<file path="config.mk">
export PLATFORM = sky130hd
export DESIGN_NAME = srd_regs
export DESIGN_NICKNAME = d
export VERILOG_FILES = /design/src/shared/srd_pkg.sv /design/src/hdl/srd_link_mem.sv /design/src/hdl/srd_regs.sv /design/src/hdl/srd_route_pick.sv
export SDC_FILE = /design/constraint.sdc
export NUM_CORES = 1
export LEC_CHECK = 0
export ABC_AREA = 1
export BUFFER_PORTS_ARGS = -buffer_cell sky130_fd_sc_hd__buf_4
export CORE_ASPECT_RATIO = 0.6
export CORE_MARGIN = 8
export CORE_UTILIZATION = 53
export CTS_CLUSTER_SIZE = 14
export DETAILED_ROUTE_END_ITERATION = 8
export PLACE_DENSITY = 0.79
export SYNTH_ARGS = -nofsm -noshare
export SYNTH_HDL_FRONTEND = slang
export SYNTH_SLANG_ARGS = --single-unit
export TNS_END_PERCENT = 20
</file>
<file path="constraint.sdc">
create_clock -name clk_sys -period 8.1 [get_ports clk_sys]
set_input_delay 1.62 -clock clk_sys [delete_from_list [all_inputs] [get_ports clk_sys]]
set_output_delay 1.62 -clock clk_sys [all_outputs]
set_load 0.1 [all_outputs]
</file>
<file path="src/shared/srd_pkg.sv">
// shared constants and carrier types for the switch routing and debug register block
package srd_pkg;

  // register numbers on the node configuration port
  localparam logic [7:0] OFF_REF_DIV    = 8'h08;
  localparam logic [7:0] OFF_JTAG_ID    = 8'h09;
  localparam logic [7:0] OFF_USER_CODE  = 8'h0a;
  localparam logic [7:0] OFF_DIR_LO     = 8'h0c;
  localparam logic [7:0] OFF_DIR_HI     = 8'h0d;
  localparam logic [7:0] OFF_DBG_TILE0  = 8'h10;
  localparam logic [7:0] OFF_DBG_TILE1  = 8'h11;
  localparam logic [7:0] OFF_DBG_SRC    = 8'h1f;
  localparam logic [7:0] OFF_SWITCH_SERIAL_LINK_BASE = 8'h20;
  localparam logic [7:0] OFF_PROCESSOR_SIDE_LINK_BASE = 8'h40;
  localparam int         NUM_LINKS      = 8;

  // values after reset
  localparam logic [15:0] REF_DIV_RST = 16'h0003;
  localparam logic [31:0] DIR_RST     = 32'h0000_0000;
  localparam logic [1:0]  DBG_CFG_RST = 2'h0;

  // field positions
  localparam int REF_DIV_W       = 16;
  localparam int JTAG_VER_LSB    = 28;
  localparam int JTAG_PART_LSB   = 12;
  localparam int JTAG_MAKER_LSB  = 1;
  localparam int USER_OTP_LSB    = 18;
  localparam int DBG_EN_REQ_BIT  = 1;
  localparam int DBG_EN_DRV_BIT  = 0;
  localparam int SRC_PIN_BIT     = 4;
  localparam int SRC_CORE1_BIT   = 1;
  localparam int SRC_CORE0_BIT   = 0;
  localparam int LS_KIND_LSB     = 24;
  localparam int LS_DEST_LSB     = 16;
  localparam int LS_DIR_LSB      = 8;
  localparam int LS_NET_LSB      = 4;
  localparam int LS_JUNK_BIT     = 2;
  localparam int LS_DST_USE_BIT  = 1;
  localparam int LS_SRC_USE_BIT  = 0;

  // live status of one link, from the switch fabric
  typedef struct packed {
    logic [1:0] link_target_kind;  // 0 serial, 1 processor, 2 control endpoint
    logic [7:0] dest_link;         // destination link while in use
    logic       junk;              // current packet being discarded
    logic       dst_use;           // destination side busy
    logic       src_use;           // source side busy
  } srd_link_stat_type;

  // software fields stored per link
  typedef struct packed {
    logic [3:0] dir;
    logic [1:0] net;
  } srd_link_cfg_type;

  // configuration request from the node configuration path
  typedef struct packed {
    logic        req;
    logic        wr;
    logic [7:0]  addr;
    logic [31:0] wdata;
  } srd_cfg_req_type;

  // configuration answer
  typedef struct packed {
    logic        ready;
    logic        ack;
    logic        err;
    logic [31:0] rdata;
  } srd_cfg_rsp_type;

  // answer sequencer states
  typedef enum logic [0:0] {
    ST_IDLE   = 1'b0,
    ST_ANSWER = 1'b1
  } srd_cfg_state_type;

endpackage

</file>
<file path="src/hdl/srd_link_mem.sv">
// small memory of per-link direction and network fields, registered read
`timescale 1ns/1ns
module srd_link_mem
  import srd_pkg::*;
(
  input  wire logic             clk_sys,
  input  wire logic             rst_n,
  input  wire logic             wr_en,
  input  wire logic [3:0]       wr_idx,
  input  wire srd_link_cfg_type wr_data,
  input  wire logic [3:0]       rd_idx,
  output srd_link_cfg_type      rd_data
);

  // all state: storage plus registered read word
  typedef struct packed {
    srd_link_cfg_type [15:0] mem;
    srd_link_cfg_type        rd;
  } srd_mem_state_type;

  srd_mem_state_type s_q;  // registered state
  srd_mem_state_type s_d;  // next state

  // write one entry, read one entry into the output register
  always_comb begin
    s_d = s_q;
    if (wr_en) begin
      s_d.mem[wr_idx] = wr_data;
    end
    s_d.rd = s_q.mem[rd_idx];
  end

  // fields reset to zero
  always_ff @(posedge clk_sys or negedge rst_n) begin
    if (!rst_n) begin
      s_q <= '0;
    end else begin
      s_q <= s_d;
    end
  end

  assign rd_data = s_q.rd;

endmodule

</file>
<file path="src/hdl/srd_regs.sv">
// node configuration registers for routing directions, debug line and link status
`timescale 1ns/1ns
module srd_regs
  import srd_pkg::*;
#(
  parameter logic [3:0]  ID_VERSION = 4'h1,      // arbitrary value
  parameter logic [15:0] ID_PART    = 16'h0001,  // arbitrary value
  parameter logic [10:0] ID_MAKER   = 11'h001,   // arbitrary value
  parameter logic [17:0] METAL_ID   = 18'h00001  // arbitrary value
)(
  input  wire logic                         clk_sys,
  input  wire logic                         rstn,
  input  wire srd_cfg_req_type              cfg_req,
  output srd_cfg_rsp_type                   cfg_rsp,
  input  wire logic [13:0]                  otp_user_code,
  input  wire srd_link_stat_type [2*NUM_LINKS-1:0] link_stat,
  input  wire logic [15:0]                  node_id,
  input  wire logic                         route_req,
  input  wire logic [15:0]                  route_dest_id,
  output logic                              route_valid,
  output logic                              route_local,
  output logic [3:0]                        route_dir,
  output logic [15:0]                       ref_div,
  input  wire logic [1:0]                   core_halted_flag,
  output logic [1:0]                        core_debug_req,
  input  wire logic                         shared_debug_line_n_i,
  output logic                              shared_debug_line_n_o,
  output logic                              shared_debug_line_n_oe
);

  // all state of this block except the reset synchroniser
  typedef struct packed {
    srd_cfg_state_type st;       // answer sequencer
    logic              wr;       // taken access was a write
    logic [7:0]        addr;     // taken register number
    logic [15:0]       ref_div;  // reference clock divider
    logic [31:0]       dir_lo;   // directions of dimensions 0..7
    logic [31:0]       dir_hi;   // directions of dimensions 8..15
    logic [1:0]        dbg_t0;   // tile 0 coupling
    logic [1:0]        dbg_t1;   // tile 1 coupling
    logic              src_pin;  // last event came from the pin
    logic [1:0]        src_core; // last event came from a core
    logic              pin_s1;   // pin synchroniser, first stage
    logic              pin_s2;   // pin synchroniser, second stage
    logic              line_q;   // shared line seen last cycle
    logic [1:0]        dbg_req;  // debug requests to the cores
    logic              line_oe;  // pulling the shared pin low
    logic              line_o;   // level driven, always low
    logic              ready;    // may take a request
    logic              ack;      // answer pulse
    logic              err;      // unmapped register number
    logic [31:0]       rdata;    // read answer
  } srd_state_type;

  srd_state_type    s_q;        // registered state
  srd_state_type    s_d;        // next state
  logic [1:0]       rst_sync_q; // reset release synchroniser
  logic             rst_n;      // synchronised reset
  srd_link_cfg_type mem_rd;     // per-link fields of the addressed link
  logic             mem_wr;     // write strobe into the link memory
  logic [3:0]       mem_wr_idx; // link entry being written
  srd_link_cfg_type mem_wr_dat; // merged write fields
  logic [3:0]       mem_rd_idx; // link entry being read
  logic             take;       // request accepted this cycle

  // true when the number falls in an eight-register link range
  function automatic logic in_links(input logic [7:0] a, input logic [7:0] base);
    return (a[7:3] == base[7:3]);
  endfunction

  // reset is released through two flops
  always_ff @(posedge clk_sys or negedge rstn) begin
    if (!rstn) begin
      rst_sync_q <= 2'b00;
    end else begin
      rst_sync_q <= {rst_sync_q[0], 1'b1};
    end
  end

  assign rst_n = rst_sync_q[1];

  // accept a request only while idle
  assign take = cfg_req.req & s_q.ready;

  // link memory port control: serial links 0..7, processor links 8..15
  always_comb begin
    mem_wr     = 1'b0;
    mem_wr_idx = 4'h0;
    mem_wr_dat = '0;
    mem_rd_idx = {cfg_req.addr[6], cfg_req.addr[2:0]};
    if (take && cfg_req.wr) begin
      if (in_links(cfg_req.addr, OFF_SWITCH_SERIAL_LINK_BASE)) begin
        mem_wr         = 1'b1;
        mem_wr_idx     = {1'b0, cfg_req.addr[2:0]};
        mem_wr_dat.dir = cfg_req.wdata[LS_DIR_LSB +: 4];
        mem_wr_dat.net = cfg_req.wdata[LS_NET_LSB +: 2];
      end else if (in_links(cfg_req.addr, OFF_PROCESSOR_SIDE_LINK_BASE)) begin
        mem_wr         = 1'b1;
        mem_wr_idx     = {1'b1, cfg_req.addr[2:0]};
        mem_wr_dat.dir = 4'h0; // no direction on processor links
        mem_wr_dat.net = cfg_req.wdata[LS_NET_LSB +: 2];
      end
    end
  end

  // per-link direction and network storage
  srd_link_mem u_link_mem (
    .clk_sys (clk_sys),
    .rst_n   (rst_n),
    .wr_en   (mem_wr),
    .wr_idx  (mem_wr_idx),
    .wr_data (mem_wr_dat),
    .rd_idx  (mem_rd_idx),
    .rd_data (mem_rd)
  );

  // direction lookup for packets leaving this node
  srd_route_pick u_route (
    .clk_sys   (clk_sys),
    .rst_n     (rst_n),
    .req_valid (route_req),
    .node_id   (node_id),
    .dest_id   (route_dest_id),
    .dirs      ({s_q.dir_hi, s_q.dir_lo}),
    .dir_valid (route_valid),
    .dir_local (route_local),
    .dir_out   (route_dir)
  );

  // next-state logic: register writes, debug line, read answers
  always_comb begin
    logic [1:0]        drive;    // cores pulling the shared line
    logic              pin_low;  // pin seen low after sync
    logic              line;     // shared line active
    logic [31:0]       rd;       // read word being built
    logic              hit;      // number is mapped
    srd_link_stat_type ls;       // status of the addressed link
    drive   = 2'b00;
    pin_low = 1'b0;
    line    = 1'b0;
    rd      = 32'h0000_0000;
    hit     = 1'b0;
    ls      = '0;
    s_d     = s_q;

    // pin synchroniser, second stage is the only reader of the first
    s_d.pin_s1 = shared_debug_line_n_i;
    s_d.pin_s2 = s_q.pin_s1;

    // register writes; read-only and reserved bits are dropped
    if (take && cfg_req.wr) begin
      case (cfg_req.addr)
        OFF_REF_DIV: begin
          s_d.ref_div = cfg_req.wdata[REF_DIV_W-1:0];
        end
        OFF_DIR_LO: begin
          s_d.dir_lo = cfg_req.wdata;
        end
        OFF_DIR_HI: begin
          s_d.dir_hi = cfg_req.wdata;
        end
        OFF_DBG_TILE0: begin
          s_d.dbg_t0 = cfg_req.wdata[1:0];
        end
        OFF_DBG_TILE1: begin
          s_d.dbg_t1 = cfg_req.wdata[1:0];
        end
        OFF_DBG_SRC: begin
          s_d.src_pin  = cfg_req.wdata[SRC_PIN_BIT];
          s_d.src_core = {cfg_req.wdata[SRC_CORE1_BIT], cfg_req.wdata[SRC_CORE0_BIT]};
        end
        default: begin
          // identifier, user code and unmapped numbers ignore writes
        end
      endcase
    end

    // shared debug line: cores drive it when enabled, pin feeds it too
    drive[0] = s_q.dbg_t0[DBG_EN_DRV_BIT] & core_halted_flag[0];
    drive[1] = s_q.dbg_t1[DBG_EN_DRV_BIT] & core_halted_flag[1];
    pin_low  = ~s_q.pin_s2;
    line     = (|drive) | pin_low;
    s_d.line_q  = line;
    s_d.line_oe = |drive;
    s_d.line_o  = 1'b0;

    // requests to the cores follow the line when enabled
    s_d.dbg_req[0] = line & s_q.dbg_t0[DBG_EN_REQ_BIT];
    s_d.dbg_req[1] = line & s_q.dbg_t1[DBG_EN_REQ_BIT];

    // new event records its origin; beats a same-cycle software write
    if (line && !s_q.line_q) begin
      s_d.src_core = drive;
      s_d.src_pin  = pin_low & ~(|drive);
    end

    // answer sequencer
    s_d.ack = 1'b0;
    case (s_q.st)
      ST_IDLE: begin
        if (take) begin
          s_d.st    = ST_ANSWER;
          s_d.wr    = cfg_req.wr;
          s_d.addr  = cfg_req.addr;
          s_d.ready = 1'b0;
        end
      end
      ST_ANSWER: begin
        ls = link_stat[{s_q.addr[6], s_q.addr[2:0]}];
        case (s_q.addr)
          OFF_REF_DIV: begin
            hit = 1'b1;
            rd  = {16'h0000, s_q.ref_div};
          end
          OFF_JTAG_ID: begin
            hit = 1'b1;
            rd  = {ID_VERSION, ID_PART, ID_MAKER, 1'b1};
          end
          OFF_USER_CODE: begin
            hit = 1'b1;
            rd  = {otp_user_code, METAL_ID};
          end
          OFF_DIR_LO: begin
            hit = 1'b1;
            rd  = s_q.dir_lo;
          end
          OFF_DIR_HI: begin
            hit = 1'b1;
            rd  = s_q.dir_hi;
          end
          OFF_DBG_TILE0: begin
            hit = 1'b1;
            rd  = {30'h0000_0000, s_q.dbg_t0};
          end
          OFF_DBG_TILE1: begin
            hit = 1'b1;
            rd  = {30'h0000_0000, s_q.dbg_t1};
          end
          OFF_DBG_SRC: begin
            hit = 1'b1;
            rd[SRC_PIN_BIT]   = s_q.src_pin;
            rd[SRC_CORE1_BIT] = s_q.src_core[1];
            rd[SRC_CORE0_BIT] = s_q.src_core[0];
          end
          default: begin
            // link status ranges, reserved bits stay zero
            if (in_links(s_q.addr, OFF_SWITCH_SERIAL_LINK_BASE) ||
                in_links(s_q.addr, OFF_PROCESSOR_SIDE_LINK_BASE)) begin
              hit = 1'b1;
              rd[LS_KIND_LSB +: 2]  = ls.link_target_kind;
              rd[LS_DEST_LSB +: 8]  = ls.dest_link;
              rd[LS_NET_LSB +: 2]   = mem_rd.net;
              rd[LS_JUNK_BIT]       = ls.junk;
              rd[LS_DST_USE_BIT]    = ls.dst_use;
              rd[LS_SRC_USE_BIT]    = ls.src_use;
              if (!s_q.addr[6]) begin
                rd[LS_DIR_LSB +: 4] = mem_rd.dir;
              end
            end
          end
        endcase
        s_d.st    = ST_IDLE;
        s_d.ack   = 1'b1;
        s_d.err   = ~hit;
        s_d.rdata = s_q.wr ? 32'h0000_0000 : rd;
        s_d.ready = 1'b1;
      end
      default: begin
        s_d.st    = ST_IDLE;
        s_d.ready = 1'b1;
      end
    endcase
  end

  // state register; reset values from the package
  always_ff @(posedge clk_sys or negedge rst_n) begin
    if (!rst_n) begin
      s_q          <= '0;
      s_q.st       <= ST_IDLE;
      s_q.ref_div  <= REF_DIV_RST;
      s_q.dir_lo   <= DIR_RST;
      s_q.dir_hi   <= DIR_RST;
      s_q.dbg_t0   <= DBG_CFG_RST;
      s_q.dbg_t1   <= DBG_CFG_RST;
      s_q.pin_s1   <= 1'b1;
      s_q.pin_s2   <= 1'b1;
      s_q.ready    <= 1'b1;
    end else begin
      s_q <= s_d;
    end
  end

  // outputs straight from the state register
  assign cfg_rsp.ready          = s_q.ready;
  assign cfg_rsp.ack            = s_q.ack;
  assign cfg_rsp.err            = s_q.err;
  assign cfg_rsp.rdata          = s_q.rdata;
  assign ref_div                = s_q.ref_div;
  assign core_debug_req         = s_q.dbg_req;
  assign shared_debug_line_n_o  = s_q.line_o;
  assign shared_debug_line_n_oe = s_q.line_oe;

endmodule

</file>
<file path="src/hdl/srd_route_pick.sv">
// chooses the output direction from the highest mismatching node identifier bit
`timescale 1ns/1ns
module srd_route_pick
  import srd_pkg::*;
(
  input  wire logic        clk_sys,
  input  wire logic        rst_n,
  input  wire logic        req_valid,
  input  wire logic [15:0] node_id,
  input  wire logic [15:0] dest_id,
  input  wire logic [63:0] dirs,
  output logic             dir_valid,
  output logic             dir_local,
  output logic [3:0]       dir_out
);

  // state: one registered answer
  typedef struct packed {
    logic       valid;
    logic       local_hit;
    logic [3:0] dir;
  } srd_route_state_type;

  srd_route_state_type s_q;  // registered answer
  srd_route_state_type s_d;  // next answer

  // index of the highest set bit, zero when none
  function automatic logic [3:0] msb_index(input logic [15:0] v);
    logic [3:0] idx;
    idx = 4'h0;
    for (int i = 0; i < 16; i++) begin
      if (v[i]) begin
        idx = 4'(i);
      end
    end
    return idx;
  endfunction

  // dimension is the top mismatching bit; its nibble names the direction
  always_comb begin
    logic [15:0] diff;
    logic [3:0]  dim;
    diff        = node_id ^ dest_id;
    dim         = msb_index(diff);
    s_d         = s_q;
    s_d.valid   = req_valid;
    s_d.local_hit = (diff == 16'h0000);
    s_d.dir     = dirs[{dim, 2'b00} +: 4];
  end

  // answer register
  always_ff @(posedge clk_sys or negedge rst_n) begin
    if (!rst_n) begin
      s_q <= '0;
    end else begin
      s_q <= s_d;
    end
  end

  assign dir_valid = s_q.valid;
  assign dir_local = s_q.local_hit;
  assign dir_out   = s_q.dir;

endmodule

</file>
==> impl_metrics.csv <==
group,metric,value,unit
run_status,status,"finished, final reports clean",
worst_setup_path,rr_worst_depth,9,
global_routing,antenna_found_initial,1,
drt,wl,50400,um
finish,fillers,2148,
sta,finalSetupTns,0,ps
power,p_sw_share,42.6,%
global_routing,grt_start_max_net_pins,86,
finish,fin_nets,2248,
finish,final_cell_mix,"nand2_1 (436), buf_4 (378), dfrtp_1 (242)",
clock_network,clkTransAtPathRegs,70,ps
global_routing,grtUsageTotal,31.4,%
global_routing,grtUsageMet2,47.9,%
sta,maxSlewViolCount,0,
floorplan,core_area,25100,um^2
placed_design,io_buffers,361,
worst_setup_path,reg2reg_from,"s_q[131]$_DFFE_PN0P_",
clock_network,cts_setup_buffers,0,
sta,grt_setup_unrepaired,"false",
clock_network,numCtsBuffers,23,
finish,layout_commonest_cell,"nand2_1",
worst_setup_path,crit_fanout,29,
drt,post_drt_wl_per_cell,22.0,um
worst_setup_path,worstPathRequired,8500,ps
clock_network,holdBufCountCts,0,
worst_setup_path,cp-end-kind,"flop",
min_path,min_path_type,"reg -> async",
global_routing,grt_util_met3,9.14,%
placed_design,dp_hpwl,37900,um
logic_synthesis,ys_types,46,
global_routing,grt_pass1_wl,76600,um
finish,drive_gt1_share,22.6,%
power,power.leakage,8.10,nW
floorplan,die_y,139,um
sta,hold_violations,0,
finish,area_delta_synth_final,23.6,%
floorplan,ios,363,
power,p_sw,1.76,mW
power,peakVddDrop,0.180,mV
drt,vias,13600,
logic_synthesis,synth_area,13400,um^2
sta,setup_viol,0,
sta,min_period_over_period,52.9,%
placed_design,gp_congestion,0.946,
floorplan,rows,45,
worst_setup_path,start_kind,"flop",
power,p_seq_share,34.1,%
logic_synthesis,syn_area_per_cell,7.93,um^2
clock_network,cts.sinks,248,
drt,drc,0,
floorplan,fp.dieW,221,um
placed_design,dp_slack,3830,ps
clock_network,cts-resized-gates,0,
floorplan,start_util,53.4,%
global_routing,grt_overflow,0,
logic_synthesis,ys_seq_elements,248,
sta,slew_headroom,11.8,%
logic_synthesis,syn_nets,1989,
drt,drtIter0Drc,1827,
global_routing,grt_pass1_vias,12800,
power,clock_power_share,25.2,%
sta,worst_slack,3820,ps
sta,fmax,234,MHz
logic_synthesis,synth_cells,1687,
logic_synthesis,yosysSeqAreaShare,46.4,%
sta,worstMarginPinSlew,1320,ps
sta,finClkSkew,23.2,ps
power,p_int,2.38,mW
power,p_per_area,250,nW/um^2
worst_setup_path,worstPathArrival,4680,ps
floorplan,die_area,30800,um^2
job,cap_violations,0,
clock_network,ctsHtreeMaxLevel,1,
worst_setup_path,crit_start,"s_q[131]$_DFFE_PN0P_",
logic_synthesis,yosys_warnings,0,
drt,final_antenna_net_count,0,
worst_setup_path,crit_type,"reg -> reg",
power,comb_power_share,40.7,%
drt,firstDrtPassIters,7,
sta,fin_crit,4280,ps
drt,vias_per_cell,5.91,
clock_network,tritoncts,"yes",
clock_network,cts_root_buf,"clkbuf_16",
power,power.total,4.14,mW
clock_network,clk_latency,530,ps
clock_network,cts.path.max_buffers,3,
global_routing,use_met1,43.3,%
global_routing,grt.busiest_layer,"met2",
==> final timing paths <==
kind	end	slack [ps]
min reg2reg	u_link_mem.s_q[59]$_DFFE_PN0P_	110
max reg2reg	cfg_rsp[2]$_DFFE_PN0P_	3820
min	u_link_mem.s_q[59]$_DFFE_PN0P_	110
min in group clk_sys	rst_sync_q[1]$_DFF_PN0_	360
max	cfg_rsp[2]$_DFFE_PN0P_	3820
max in group asynchronous	ref_div[3]$_DFFE_PN0P_	5880
==> Yosys cell counts, drive strengths merged <==
master,count,share of area [%]
a211oi,4,0.22
a21oi,46,1.7
a221oi,8,0.52
a22o,2,0.13
a22oi,111,6.2
a31oi,20,0.94
a32o,18,1.3
and3,1,0.084
buf,76,4.1
clkbuf,68,1.9
clkinv,6,0.21
conb,2,0.056
dfrtp,243,45
dfstp,5,0.98
inv,173,4.9
mux2i,1,0.075
nand2,442,13
nand3,143,5.4
nand3b,3,0.17
nand4,17,0.79
nor2,32,0.92
nor3,13,0.68
nor4,7,0.33
o2111ai,7,0.46
o211ai,3,0.17
o21ai,198,7.4
o21bai,1,0.056
o221ai,2,0.13
o22ai,12,0.56
o31ai,9,0.50
xnor2,8,0.58
xor2,6,0.39
==> critical path: stages (launching register included) <==
cell and delay, ps:
dfrtp_1 870, inv_2 790, nand2_2 170, nor3_2 1020
nor2_1 130, and3_4 310, clkinv_4 210, o2111ai_1 340
nand2_1 180, o21ai_1 70
==> layer usage <==
metal | vias up | routed length [um]
li1 | 6204 | -
met1 | 6504 | 21000
met2 | 767 | 22500
met3 | 87 | 5660
met4 | 0 | 1310
met5 | - | 0
==> layout make-up <==
type / count / area (um^2) / area share, %
Antenna cell: 1 / 2.50 / 0.0151
Clock buffer: 33 / 623 / 3.77
Clock inverter: 9 / 73.8 / 0.446
Inverter: 179 / 677 / 4.09
Multi-Input combinational cell: 1116 / 5700 / 34.4
Sequential cell: 248 / 6220 / 37.6
Tap cell: 329 / 412 / 2.49
Timing Repair Buffer: 378 / 2840 / 17.2
==> power by group through the flow <==
| stage | Clock [mW] | Combinational (mW) | Sequential, mW |
|---|---|---|---|
| 6_report | 1.04 | 1.68 | 1.41 |
| 4_1_cts | 1.05 | 1.66 | 1.41 |
| 3_3_place_gp | 0 | 1.64 | 1.43 |
| 2_1_floorplan | 0 | 1.20 | 1.42 |
| 5_1_grt | 1.10 | 1.78 | 1.42 |
| 3_5_place_dp | 0 | 1.66 | 1.43 |
==> registers in the layout, indices dropped and copies added (netlist names), 2 cells and up <==
register / count
u_link_mem.s_q: 96
s_q: 83
cfg_rsp: 35
ref_div: 16
u_link_mem.rd_data: 6
u_route.dir_out: 4
core_debug_req: 2
rst_sync_q: 2
==> logic make-up (layout without fill, tap and decap cells) <==
kind of cell	Yosys count	count (layout)	share of synthesized area [%]
buf+inv	323	599	11.1
compound gates	441	441	20.4
simple gates	658	658	21.0
other cells	2	3	0.0561
xor+xnor	14	14	0.973
flops	248	248	46.4
mux	1	1	0.0748
==> metrics by stage <==
step                hold WS, ps  cells  utilization, %  instance area [um^2]
floorplan                   331   1687               -                 13400
global placement            130   2250            63.2                 15800
detailed placement          134   2250            63.2                 15800
CTS                         113   2292            66.0                 16500
global route                133   2293            66.0                 16500
finish                      115   2293            66.0                 16500
(Power assumes the default switching activity.)
